## config.mk

```make
export PLATFORM = sky130hd
export DESIGN_NAME = rgc_gain_ctrl
export DESIGN_NICKNAME = d
export VERILOG_FILES = /design/src/rgc_pkg.sv /design/src/rgc_sync.sv /design/src/rgc_gain_ctrl.sv
export SDC_FILE = /design/constraint.sdc
export NUM_CORES = 1
export LEC_CHECK = 0
export BUFFER_PORTS_ARGS = -buffer_cell sky130_fd_sc_hd__clkbuf_2
export CAP_MARGIN = 20
export CORE_ASPECT_RATIO = 1.5
export CORE_UTILIZATION = 60
export DETAILED_ROUTE_END_ITERATION = 12
export GPL_ROUTABILITY_DRIVEN = 0
export GPL_TIMING_DRIVEN = 0
export PLACE_DENSITY = 0.81
export SLEW_MARGIN = 10
export SYNTH_ARGS = -nofsm -noshare
export SYNTH_HDL_FRONTEND = slang
export SYNTH_SLANG_ARGS = --single-unit
```

## constraint.sdc

```tcl
create_clock -name pclk -period 9 [get_ports pclk]
set_clock_uncertainty 0.2 [all_clocks]
set_input_delay 0.45 -clock pclk [delete_from_list [all_inputs] [get_ports pclk]]
set_output_delay 0.45 -clock pclk [all_outputs]
set_load 0.02 [all_outputs]
```

## src/rgc_pkg.sv

```systemverilog
// Notes on behaviour
// - Gain choice 000 lets the automatic loop pick any of six gain steps.
// - Codes 001 to 110 force steps G1 to G6; code 111 is reserved.
// - The same acquisition sequence runs in packet and in continuous mode.
// - After enable, wait until strength exceeds trigger on two consecutive samples.
// - After the double trigger, the most suitable gain step is chosen automatically.
// - The chosen step is held for the packet and shown in the readback field.
// - Packet mode without auto rearm keeps the same step for the next packet.
// - With auto rearm, wait again after buffer drained and the hold-off elapsed.
// - Writing one to the rearm request bit restarts acquisition in any mode while the receiver is enabled.
// - Automatic start-up correction uses the correction filter width during the first acquisition after enable.
// - The impedance select bit picks the 50 ohm or the 200 ohm input.
// - A strength sample takes two bit periods, which spaces the trigger samples.
// - The strength readback is valid only while it exceeds the trigger level.
package rgc_pkg;

    localparam logic [7:0] CTRL_OFS = 8'h00;
    localparam logic [7:0] TRIG_OFS = 8'h04;
    localparam logic [7:0] THLO_OFS = 8'h08;
    localparam logic [7:0] THHI_OFS = 8'h0C;
    localparam logic [7:0] TIME_OFS = 8'h10;
    localparam logic [7:0] FILT_OFS = 8'h14;
    localparam logic [7:0] STAT_OFS = 8'h18;

    localparam int CTRL_RX_EN_BIT = 0;
    localparam int CTRL_PKT_BIT = 1;
    localparam int CTRL_AUTO_BIT = 2;
    localparam int CTRL_FC_BIT = 3;
    localparam int CTRL_ZIN_BIT = 4;
    localparam int CTRL_CHOICE_LSB = 5;
    localparam int CTRL_REARM_BIT = 8;
    localparam int TIME_HOLD_LSB = 16;
    localparam int FILT_FC_LSB = 8;
    localparam int STAT_WAIT_BIT = 3;
    localparam int STAT_LOCK_BIT = 4;
    localparam int STAT_VALID_BIT = 5;
    localparam int STAT_CORR_BIT = 6;
    localparam int STAT_LEVEL_LSB = 8;

    localparam logic [7:0] TRIG_RST = 8'h80;
    localparam logic [4:0][7:0] TH_RST = {8'hC0, 8'hA0, 8'h80, 8'h60, 8'h40};
    localparam logic [15:0] BIT_PERIOD_RST = 16'h0014;
    localparam logic [15:0] HOLDOFF_RST = 16'h0000;
    localparam logic [4:0] CHAN_BW_RST = 5'h00;
    localparam logic [4:0] FC_BW_RST = 5'h00;

    localparam logic [2:0] GAIN_AUTO = 3'h0;
    localparam logic [2:0] GAIN_G1 = 3'h1;
    localparam logic [2:0] GAIN_G6 = 3'h6;
    localparam logic [2:0] GAIN_RSVD = 3'h7;

    // Samples are spaced by the strength acquisition time, in bit periods.
    localparam int SAMPLE_BITS = 2;

    typedef enum logic [1:0] {st_idle, st_wait, st_hold, st_holdoff} rgc_fsm_t;

    typedef struct packed {
        logic rx_en;
        logic pkt_mode;
        logic auto_rearm;
        logic fc_auto;
        logic zin_sel;
        logic [2:0] choice;
        logic [7:0] trig;
        logic [4:0][7:0] th;
        logic [15:0] bit_period;
        logic [15:0] holdoff;
        logic [4:0] chan_bw;
        logic [4:0] fc_bw;
    } rgc_cfg_t;

    typedef struct packed {
        rgc_cfg_t cfg;
        rgc_fsm_t fsm;
        logic hit;
        logic startup;
        logic pend;
        logic [15:0] bit_cnt;
        logic phase;
        logic tick;
        logic [15:0] hold_cnt;
        logic [7:0] level;
        logic [2:0] gain;
        logic [4:0] filt;
        logic waiting;
        logic locked;
        logic pready;
        logic [31:0] prdata;
        logic pslverr;
    } rgc_state_t;

    // Step is G1 plus one plus the index of the highest threshold the level is above.
    function automatic logic [2:0] auto_gain(input logic [7:0] level,
                                             input logic [4:0][7:0] th);
        logic [2:0] g;
        g = GAIN_G1;
        for (int i = 0; i < 5; i++) begin
            if (level > th[i]) begin
                g = GAIN_G1 + 3'(i + 1);
            end
        end
        return g;
    endfunction : auto_gain

endpackage : rgc_pkg

```

## src/rgc_sync.sv

```systemverilog
`timescale 1ns/1ps
module rgc_sync #(
    parameter int WIDTH = 1
) (
    input wire logic pclk,
    input wire logic presetn,
    input wire logic [WIDTH-1:0] async_in,
    output logic [WIDTH-1:0] sync_out
);
    logic [WIDTH-1:0] meta_r;
    logic [WIDTH-1:0] sync_r;

    always_ff @(posedge pclk or negedge presetn) begin
        if (!presetn) begin
            meta_r <= '0;
            sync_r <= '0;
        end else begin
            meta_r <= async_in;
            sync_r <= meta_r;
        end
    end

    assign sync_out = sync_r;
endmodule : rgc_sync

```

## src/rgc_gain_ctrl.sv

```systemverilog
// The register addresses and register access over APB were decided locally.
`timescale 1ns/1ps
module rgc_gain_ctrl (
    input wire logic pclk,
    input wire logic presetn,
    input wire logic psel,
    input wire logic penable,
    input wire logic pwrite,
    input wire logic [7:0] paddr,
    input wire logic [31:0] pwdata,
    output logic [31:0] prdata,
    output logic pready,
    output logic pslverr,
    input wire logic [7:0] strength_level,
    input wire logic packet_done,
    input wire logic fifo_empty_in,
    output logic [2:0] lna_gain_step,
    output logic input_impedance_select,
    output logic [4:0] filter_width_sel,
    output logic rx_waiting,
    output logic gain_locked
);
    rgc_pkg::rgc_state_t s_r;
    rgc_pkg::rgc_state_t s_nxt;
    logic fifo_empty_s;
    logic access;
    logic done;
    logic rearm_wr;
    logic bit_tick;
    logic manual;
    logic level_valid;
    logic corr_active;

    // The buffer-empty level comes from another clock domain.
    rgc_sync #(.WIDTH(1)) u_sync (
        .pclk(pclk),
        .presetn(presetn),
        .async_in(fifo_empty_in),
        .sync_out(fifo_empty_s)
    );

    assign access = psel && penable;
    assign done = access && s_r.pready;
    assign rearm_wr = done && pwrite && (paddr == rgc_pkg::CTRL_OFS)
        && pwdata[rgc_pkg::CTRL_REARM_BIT];
    assign manual = (s_r.cfg.choice != rgc_pkg::GAIN_AUTO)
        && (s_r.cfg.choice != rgc_pkg::GAIN_RSVD);
    assign level_valid = s_r.level > s_r.cfg.trig;
    assign corr_active = s_r.cfg.fc_auto && s_r.startup && (s_r.fsm == rgc_pkg::st_wait);
    assign bit_tick = (s_r.fsm != rgc_pkg::st_idle)
        && (s_r.bit_cnt >= s_r.cfg.bit_period - 16'h0001);

    always_comb begin
        s_nxt = s_r;
        s_nxt.tick = 1'b0;
        s_nxt.pready = access && !s_r.pready;

        // Bit-period timebase; a strength sample is taken every second bit.
        if (s_r.fsm == rgc_pkg::st_idle) begin
            s_nxt.bit_cnt = 16'h0000;
            s_nxt.phase = 1'b0;
        end else if (bit_tick) begin
            s_nxt.bit_cnt = 16'h0000;
            s_nxt.phase = !s_r.phase;
            if (s_r.phase) begin
                s_nxt.tick = 1'b1;
                s_nxt.level = strength_level;
            end
        end else begin
            s_nxt.bit_cnt = s_r.bit_cnt + 16'h0001;
        end

        // Read data and errors are prepared in the first access cycle.
        if (access && !s_r.pready) begin
            s_nxt.pslverr = 1'b0;
            s_nxt.prdata = 32'h0000_0000;
            if (paddr == rgc_pkg::CTRL_OFS) begin
                s_nxt.prdata[rgc_pkg::CTRL_RX_EN_BIT] = s_r.cfg.rx_en;
                s_nxt.prdata[rgc_pkg::CTRL_PKT_BIT] = s_r.cfg.pkt_mode;
                s_nxt.prdata[rgc_pkg::CTRL_AUTO_BIT] = s_r.cfg.auto_rearm;
                s_nxt.prdata[rgc_pkg::CTRL_FC_BIT] = s_r.cfg.fc_auto;
                s_nxt.prdata[rgc_pkg::CTRL_ZIN_BIT] = s_r.cfg.zin_sel;
                s_nxt.prdata[rgc_pkg::CTRL_CHOICE_LSB +: 3] = s_r.cfg.choice;
            end else if (paddr == rgc_pkg::TRIG_OFS) begin
                s_nxt.prdata[7:0] = s_r.cfg.trig;
            end else if (paddr == rgc_pkg::THLO_OFS) begin
                s_nxt.prdata = s_r.cfg.th[3:0];
            end else if (paddr == rgc_pkg::THHI_OFS) begin
                s_nxt.prdata[7:0] = s_r.cfg.th[4];
            end else if (paddr == rgc_pkg::TIME_OFS) begin
                s_nxt.prdata = {s_r.cfg.holdoff, s_r.cfg.bit_period};
            end else if (paddr == rgc_pkg::FILT_OFS) begin
                s_nxt.prdata[4:0] = s_r.cfg.chan_bw;
                s_nxt.prdata[rgc_pkg::FILT_FC_LSB +: 5] = s_r.cfg.fc_bw;
            end else if (paddr == rgc_pkg::STAT_OFS) begin
                s_nxt.prdata[2:0] = s_r.gain;
                s_nxt.prdata[rgc_pkg::STAT_WAIT_BIT] = s_r.waiting;
                s_nxt.prdata[rgc_pkg::STAT_LOCK_BIT] = s_r.locked;
                s_nxt.prdata[rgc_pkg::STAT_VALID_BIT] = level_valid;
                s_nxt.prdata[rgc_pkg::STAT_CORR_BIT] = corr_active;
                // A level at or below the trigger is not a usable reading.
                s_nxt.prdata[rgc_pkg::STAT_LEVEL_LSB +: 8] = level_valid ? s_r.level : 8'h00;
            end else begin
                s_nxt.pslverr = 1'b1;
            end
        end else if (!access) begin
            s_nxt.pslverr = 1'b0;
        end

        if (done && pwrite) begin
            if (paddr == rgc_pkg::CTRL_OFS) begin
                s_nxt.cfg.rx_en = pwdata[rgc_pkg::CTRL_RX_EN_BIT];
                s_nxt.cfg.pkt_mode = pwdata[rgc_pkg::CTRL_PKT_BIT];
                s_nxt.cfg.auto_rearm = pwdata[rgc_pkg::CTRL_AUTO_BIT];
                s_nxt.cfg.fc_auto = pwdata[rgc_pkg::CTRL_FC_BIT];
                s_nxt.cfg.zin_sel = pwdata[rgc_pkg::CTRL_ZIN_BIT];
                s_nxt.cfg.choice = pwdata[rgc_pkg::CTRL_CHOICE_LSB +: 3];
            end else if (paddr == rgc_pkg::TRIG_OFS) begin
                s_nxt.cfg.trig = pwdata[7:0];
            end else if (paddr == rgc_pkg::THLO_OFS) begin
                s_nxt.cfg.th[3:0] = pwdata;
            end else if (paddr == rgc_pkg::THHI_OFS) begin
                s_nxt.cfg.th[4] = pwdata[7:0];
            end else if (paddr == rgc_pkg::TIME_OFS) begin
                s_nxt.cfg.bit_period = pwdata[15:0];
                s_nxt.cfg.holdoff = pwdata[rgc_pkg::TIME_HOLD_LSB +: 16];
            end else if (paddr == rgc_pkg::FILT_OFS) begin
                s_nxt.cfg.chan_bw = pwdata[4:0];
                s_nxt.cfg.fc_bw = pwdata[rgc_pkg::FILT_FC_LSB +: 5];
            end
        end

        // The sequence ignores packet or continuous mode except for auto rearm.
        case (s_r.fsm)
            rgc_pkg::st_idle: begin
                if (s_r.cfg.rx_en) begin
                    s_nxt.fsm = rgc_pkg::st_wait;
                    s_nxt.startup = 1'b1;
                    s_nxt.hit = 1'b0;
                end
            end
            rgc_pkg::st_wait: begin
                // While waiting in automatic mode the front end sits at full gain.
                s_nxt.gain = manual ? s_r.cfg.choice : rgc_pkg::GAIN_G1;
                if (s_r.tick) begin
                    if (level_valid) begin
                        s_nxt.hit = 1'b1;
                        if (s_r.hit) begin
                            s_nxt.fsm = rgc_pkg::st_hold;
                            s_nxt.hit = 1'b0;
                            s_nxt.startup = 1'b0;
                            s_nxt.gain = manual ? s_r.cfg.choice
                                : rgc_pkg::auto_gain(s_r.level, s_r.cfg.th);
                        end
                    end else begin
                        s_nxt.hit = 1'b0;
                    end
                end
            end
            rgc_pkg::st_hold: begin
                // Without auto rearm the held step carries over to the next packet.
                if (s_r.cfg.pkt_mode && s_r.cfg.auto_rearm && packet_done) begin
                    s_nxt.pend = 1'b1;
                end
                if (s_r.pend && fifo_empty_s) begin
                    s_nxt.fsm = rgc_pkg::st_holdoff;
                    s_nxt.pend = 1'b0;
                    s_nxt.hold_cnt = 16'h0000;
                end
            end
            rgc_pkg::st_holdoff: begin
                // The hold-off lets the far transmitter ramp down before re-arming.
                if (s_r.hold_cnt >= s_r.cfg.holdoff) begin
                    s_nxt.fsm = rgc_pkg::st_wait;
                    s_nxt.hit = 1'b0;
                end else if (bit_tick) begin
                    s_nxt.hold_cnt = s_r.hold_cnt + 16'h0001;
                end
            end
            default: begin
                s_nxt.fsm = rgc_pkg::st_idle;
            end
        endcase

        if (!s_r.cfg.rx_en) begin
            s_nxt.fsm = rgc_pkg::st_idle;
            s_nxt.hit = 1'b0;
            s_nxt.pend = 1'b0;
        end else if (rearm_wr && s_r.fsm != rgc_pkg::st_idle) begin
            s_nxt.fsm = rgc_pkg::st_wait;
            s_nxt.hit = 1'b0;
            s_nxt.pend = 1'b0;
        end

        s_nxt.filt = corr_active ? s_r.cfg.fc_bw : s_r.cfg.chan_bw;
        s_nxt.waiting = s_nxt.fsm == rgc_pkg::st_wait;
        s_nxt.locked = (s_nxt.fsm == rgc_pkg::st_hold) || (s_nxt.fsm == rgc_pkg::st_holdoff);
    end

    always_ff @(posedge pclk or negedge presetn) begin
        if (!presetn) begin
            s_r <= '{cfg: '{trig: rgc_pkg::TRIG_RST, th: rgc_pkg::TH_RST,
                            bit_period: rgc_pkg::BIT_PERIOD_RST,
                            holdoff: rgc_pkg::HOLDOFF_RST,
                            chan_bw: rgc_pkg::CHAN_BW_RST, fc_bw: rgc_pkg::FC_BW_RST,
                            default: '0},
                     fsm: rgc_pkg::st_idle, gain: rgc_pkg::GAIN_G1, default: '0};
        end else begin
            s_r <= s_nxt;
        end
    end

    assign prdata = s_r.prdata;
    assign pready = s_r.pready;
    assign pslverr = s_r.pslverr;
    assign lna_gain_step = s_r.gain;
    assign input_impedance_select = s_r.cfg.zin_sel;
    assign filter_width_sel = s_r.filt;
    assign rx_waiting = s_r.waiting;
    assign gain_locked = s_r.locked;
endmodule : rgc_gain_ctrl

```

Word-level counts from Yosys, hierarchy flattened. Cells that the tools add are included.

Bits in registers: 191. Latch bits: 0. RAM bits: 0. Bits in read-only memories: 0. Input bits: 55. Output and inout port bits: 45. Logic and storage cells: 177. Memories: 0.

$add $sub $neg: 3. Multipliers: 0. Divide/modulo/power cells: 0. Order comparisons: 8. Equal/unequal tests: 26. Shifts and indexed selects: 0. Multiplexer cells: 65. Bitwise logic cells: 6. Reduce and logical (&&, ||, !) cells: 35.

Operators with widths (number): two-way mux 16 bit (5); two-way mux 24 bit (3); greater-than comparator 8 bit (6); two-way mux 8 bit (6); two-way mux 3 bit (13); adder 16 x 1 -> 16 bit, second input constant (2); >= comparator 16 bit (2); two-way mux 32 bit (1); one-hot mux 16 bit (2 select lines) (1); equality test 8 x 5 -> 1 bit, second input constant (3); two-way mux 1 bit (19); two-way mux 17 bit (1); equality test 8 x 4 -> 1 bit, second input constant (2); != test 2 bit, second input constant (8); subtractor 16 x 1 -> 16 bit, second input constant (1); two-way mux 5 bit (3); logical AND 1 bit (14); two-way mux 7 bit (2); two-way mux 4 bit (3); two-way mux 2 bit (5); AND reduction 5 bit (2); AND reduction 3 bit (3); equality test 2 bit, second input constant (4); equality test 8 x 3 -> 1 bit, second input constant (1); other kinds (21) (33).

Longest topological paths before layout.
Depth in word-level cells: 10. Gate-level depth with buffers: 15. Mapped depth without buffers: 13.

Hierarchy. From an unflattened synthesis, not the netlist that was laid out.

Cells, all modules: 1102. Area total of the unflattened synthesis: 10790.3 um^2.

Modules (own cells, without submodules): rgc_gain_ctrl (times used 1, cells an instance 1100, area an instance 10740.3 um^2); rgc_sync (times used 1, cells an instance 2, area an instance 50.0 um^2).

Least setup slack after synthesis. No wires, ideal clock.

Path type: register to register. Start point: reg s_r[122] (netlist name). End point: reg s_r[69] (netlist name). Arrival time: 3691 ps. Data required time: 8680 ps. Setup slack: 4989 ps. Cell stages (with the launch flop): 16. Path buffers: 2. Cell sequence: dfrtp_1 -> or4_1 -> or4_1 -> nor2_1 -> nand2_1 -> nor4_1 -> xnor2_1 -> ha_1 -> a211o_1 -> a21oi_1 -> and2_1 -> a32o_1 -> clkbuf_1 -> clkbuf_1 -> xor2_1 -> nor2_1.

Longest elaborated chain between the ends: 4.

Ends and longest elaborated chain: start: declaration (line rgc_gain_ctrl.sv:23) `rgc_pkg::rgc_state_t s_r;`; start signal: assignment (line rgc_gain_ctrl.sv:202) `s_r <= '{cfg: '{trig: rgc_pkg::TRIG_RST, th: rgc_pkg::TH_RST,`; start signal: assignment (line rgc_gain_ctrl.sv:209) `s_r <= s_nxt;`; subtractor 16 x 1 -> 16 bit (line rgc_gain_ctrl.sv:51) `&& (s_r.bit_cnt >= s_r.cfg.bit_period - 16'h0001);`; >= comparator 16 bit (line rgc_gain_ctrl.sv:51); logical AND 1 bit (line rgc_gain_ctrl.sv:51); nonzero test 2 bit (no line).

No other way between the ends. A chain may end at the register's enable or synchronous reset.

==> flow_metrics.py <==
metrics = {
    "critical_path": {
        "crit_path_max_fanout": 10,
        "slowest_delay_ns": 0.62,
        "start_kind": "flip-flop",
        "crit_arrival_ns": 5.01,
        "crit_required_ns": 9.16,
        "endpoint_kind": "flip-flop",
        "slowest_stage": "or4_1",
        "worst-setup-path-type": "reg2reg",
        "crit_chain": "or4_1 -> or4_1 -> nor2_1 -> nand2_1 -> nor4_1 -> xnor2_1 -> ha_1 -> a211o_1 -> a21oi_1 -> and2_1 -> a32o_1 -> clkbuf_1 -> o21ai_1 -> clkbuf_1 -> nor2_1",
    },
    "layout": {
        "fillers": 1393,
        "layoutNonFillerInstCount": 1467,
        "drive_gt1_share_pct": 22.7,
        "n_antenna_cell": 0,
        "fin_util_pct": 69.4,
        "layout_common_cells": "179 x dfrtp_1, 112 x nand2_1, 97 x clkbuf_2",
        "area_growth_pct": 12.7,
        "final_common_cell": "dfrtp_1",
        "postLayoutCellArea_mm2": 0.0125,
        "layout.nets": 1375,
    },
    "synthesis": {
        "syn_inst": 1117,
        "ys_seq_elements": 191,
        "synth_edf_count": 0,
        "synth_top_flop_cell": "dfrtp_1",
        "avgSynthCellArea_um2": 9.94,
        "ys_seq_area_share_pct": 43.2,
        "synth_cell_types": 67,
        "synth_area_mm2": 0.0111,
        "syn_nets": 1255,
        "async_reset_ff_share_pct": 100,
        "ys_warn_count": 0,
    },
    "power": {
        "p_clk_share_pct": 42.0,
        "p_seq_share_pct": 48.9,
        "ir_worst_vdd_uv": 95.2,
        "power_switching_mw": 0.460,
        "internal_power_mw": 1.37,
        "switching_share_pct": 25.1,
        "p_per_area_mw_per_mm2": 146,
        "p_leak_nw": 6.14,
        "p_total_mw": 1.83,
        "p_comb_share_pct": 9.1,
    },
    "sta": {
        "period_share_pct": 53.9,
        "rsz0062_at_grt": "no",
        "setup_viol": 0,
        "worst_slack_ns": 4.15,
        "hold_viol_final": 0,
        "fin_hold_ws_ns": 0.0401,
        "drv_slew": 0,
        "period_needed_ns": 4.85,
        "worstMarginPinSlew_ns": 0.897,
        "fmax_mhz": 206,
        "tns_ns": 0,
        "relSlewSlack_pct": 38.7,
    },
    "route": {
        "vias": 9303,
        "drt-total-wl_um": 31100,
        "viasPerCell": 6.34,
        "drtIter0Drc": 693,
        "drtPass1Iterations": 6,
        "drc": 0,
        "avgRoutedWirePerCell_um": 21.2,
        "ant_nets": 0,
    },
    "placed_design": {
        "port_buffers": 98,
        "post-place-cells": 1433,
        "hpwlAfterDp_um": 22800,
        "dp_slack_ns": 4.20,
        "post_dp_cell_area_mm2": 0.0119,
    },
    "clock_network": {
        "cts.path.max_buffers": 2,
        "cts_tree": "built",
        "ctsResizeCount": 0,
        "root_buffer": "clkbuf_16",
        "cts_buffers": 17,
        "clk_latency_ns": 0.43,
        "cts-htree-levels": 4,
        "cts_sinks": 191,
        "cts.clk_slew.worst_paths_ns": 0.07,
    },
    "global_routing": {
        "grt_pass1_wl_um": 49000,
        "track_usage_pct": 34.0,
        "grt_pass1_vias": 9292,
        "grt_overflow": 0,
        "antenna_found_initial": 0,
        "grt_max_degree": 106,
    },
    "die": {
        "coreArea_mm2": 0.0180,
        "ioPinCount": 100,
        "die_h_um": 169,
        "placement_rows": 60,
        "die_w_um": 113,
        "start_util_pct": 61.6,
        "die_area_mm2": 0.0191,
    },
    "run_status": {
        "status": "finished clean",
    },
    "min_path": {
        "hold_class": "in2reg",
    },
    "flow_run": {
        "drv_cap": 0,
    },
}
-- Yosys cell counts (4+ instances only) --
| cell | n | area [µm²] |
|---|---|---|
| a211oi_1 | 6 | 45.0 |
| o21a_1 | 6 | 45.0 |
| mux2_2 | 41 | 462 |
| a21o_1 | 14 | 105 |
| mux2i_1 | 12 | 120 |
| nor2_1 | 94 | 353 |
| buf_2 | 6 | 30.0 |
| xnor2_1 | 17 | 149 |
| and3_1 | 10 | 62.6 |
| o211ai_1 | 8 | 60.1 |
| nor4_1 | 4 | 25.0 |
| dfstp_2 | 12 | 315 |
| a21oi_1 | 54 | 270 |
| a221oi_1 | 20 | 175 |
| mux2_4 | 34 | 510 |
| a31oi_1 | 11 | 68.8 |
| nand2_1 | 112 | 420 |
| buf_4 | 42 | 315 |
| nand4_1 | 11 | 68.8 |
| o31ai_1 | 15 | 113 |
| inv_1 | 78 | 293 |
| clkbuf_1 | 29 | 109 |
| dfrtp_1 | 179 | 4480 |
| nor2b_1 | 12 | 75.1 |
| ha_1 | 83 | 1040 |
| nor3b_1 | 4 | 30.0 |
| o21ai_0 | 58 | 290 |
| a2111oi_0 | 6 | 52.6 |
| nand3_1 | 26 | 130 |
| nor3_1 | 24 | 120 |
| or4_1 | 12 | 90.1 |
| o22ai_1 | 5 | 31.3 |
| xor2_1 | 12 | 105 |
-- power groups by stage --
stage / logic [mW] / clock network (mW) / registers, mW
detailed placement: 0.165 / 0 / 0.912
finish: 0.166 / 0.770 / 0.897
global route: 0.182 / 0.805 / 0.898
floorplan: 0.0952 / 0 / 0.905
global placement: 0.160 / 0 / 0.912
CTS: 0.167 / 0.772 / 0.896
-- registers in the layout, summed over array words and instances, names as in the netlist --
register	cells
u_sync.meta_r	1
pslverr	1
input_impedance_select	1
lna_gain_step	3
prdata	32
filter_width_sel	5
s_r	144
u_sync.sync_out	1
pready	1
gain_locked	1
rx_waiting	1
-- metal layers --
layer / wire length [µm] / up-vias / GRT usage (%)
met2: 15400 / 485 / 57.6
met4: 2300 / 0 / 24.1
met1: 11200 / 4512 / 39.2
met5: 0 / - / 0
li1: - / 4169 / -
met3: 2150 / 137 / 5.30
-- timing repair --
item / in CTS / in global routing
hold endpoints to repair: 79 / 0
hold buffers: 2 / 0
setup buffers: 0 / 0
-- final cells by class --
| cell class | count | area (µm²) | area share [%] |
|---|---|---|---|
| Tap cell | 217 | 272 | 2.17 |
| Clock inverter | 11 | 129 | 1.03 |
| Sequential cell | 191 | 4790 | 38.3 |
| Buffer | 83 | 499 | 3.99 |
| Clock buffer | 21 | 460 | 3.68 |
| Timing Repair Buffer | 101 | 547 | 4.37 |
| Multi-Input combinational cell | 765 | 5510 | 44.1 |
| Inverter | 78 | 293 | 2.34 |
-- cells by family after synthesis --
group,synth area share (%)
simple gates,14.2
compound gates,13.8
flops,43.2
buf+inv,7.13
mux,10.0
fa+ha+maj,9.36
xor+xnor,2.29
-- path summary, 6_finish.rpt --
path                                        start              end  slack [ns]  cells past startpoint
worst min register to register      u_sync.meta_r  u_sync.sync_out        0.16                      0
worst min-delay path            strength_level[1]          s_r[45]        0.04                      2
min in group asynchronous                 presetn    u_sync.meta_r        0.43                      2
max in group asynchronous                 presetn         s_r[156]        7.19                      3
worst max-delay path                     s_r[122]          s_r[83]        4.15                     15
worst max register to register           s_r[122]          s_r[83]        4.15                     15
-- worst max-delay path: cells and delay by family, from the launching register on --
family	cells	cell delay, ns
AND/OR/NAND/NOR	7	1.92
AO/OA/AOI/OAI	4	1.04
flip-flops	1	0.47
XOR/XNOR	1	0.17
buffers and inverters	2	0.71
adder cells (fa/ha/maj)	1	0.26
No activity file was read; power rests on OpenSTA's default activity.
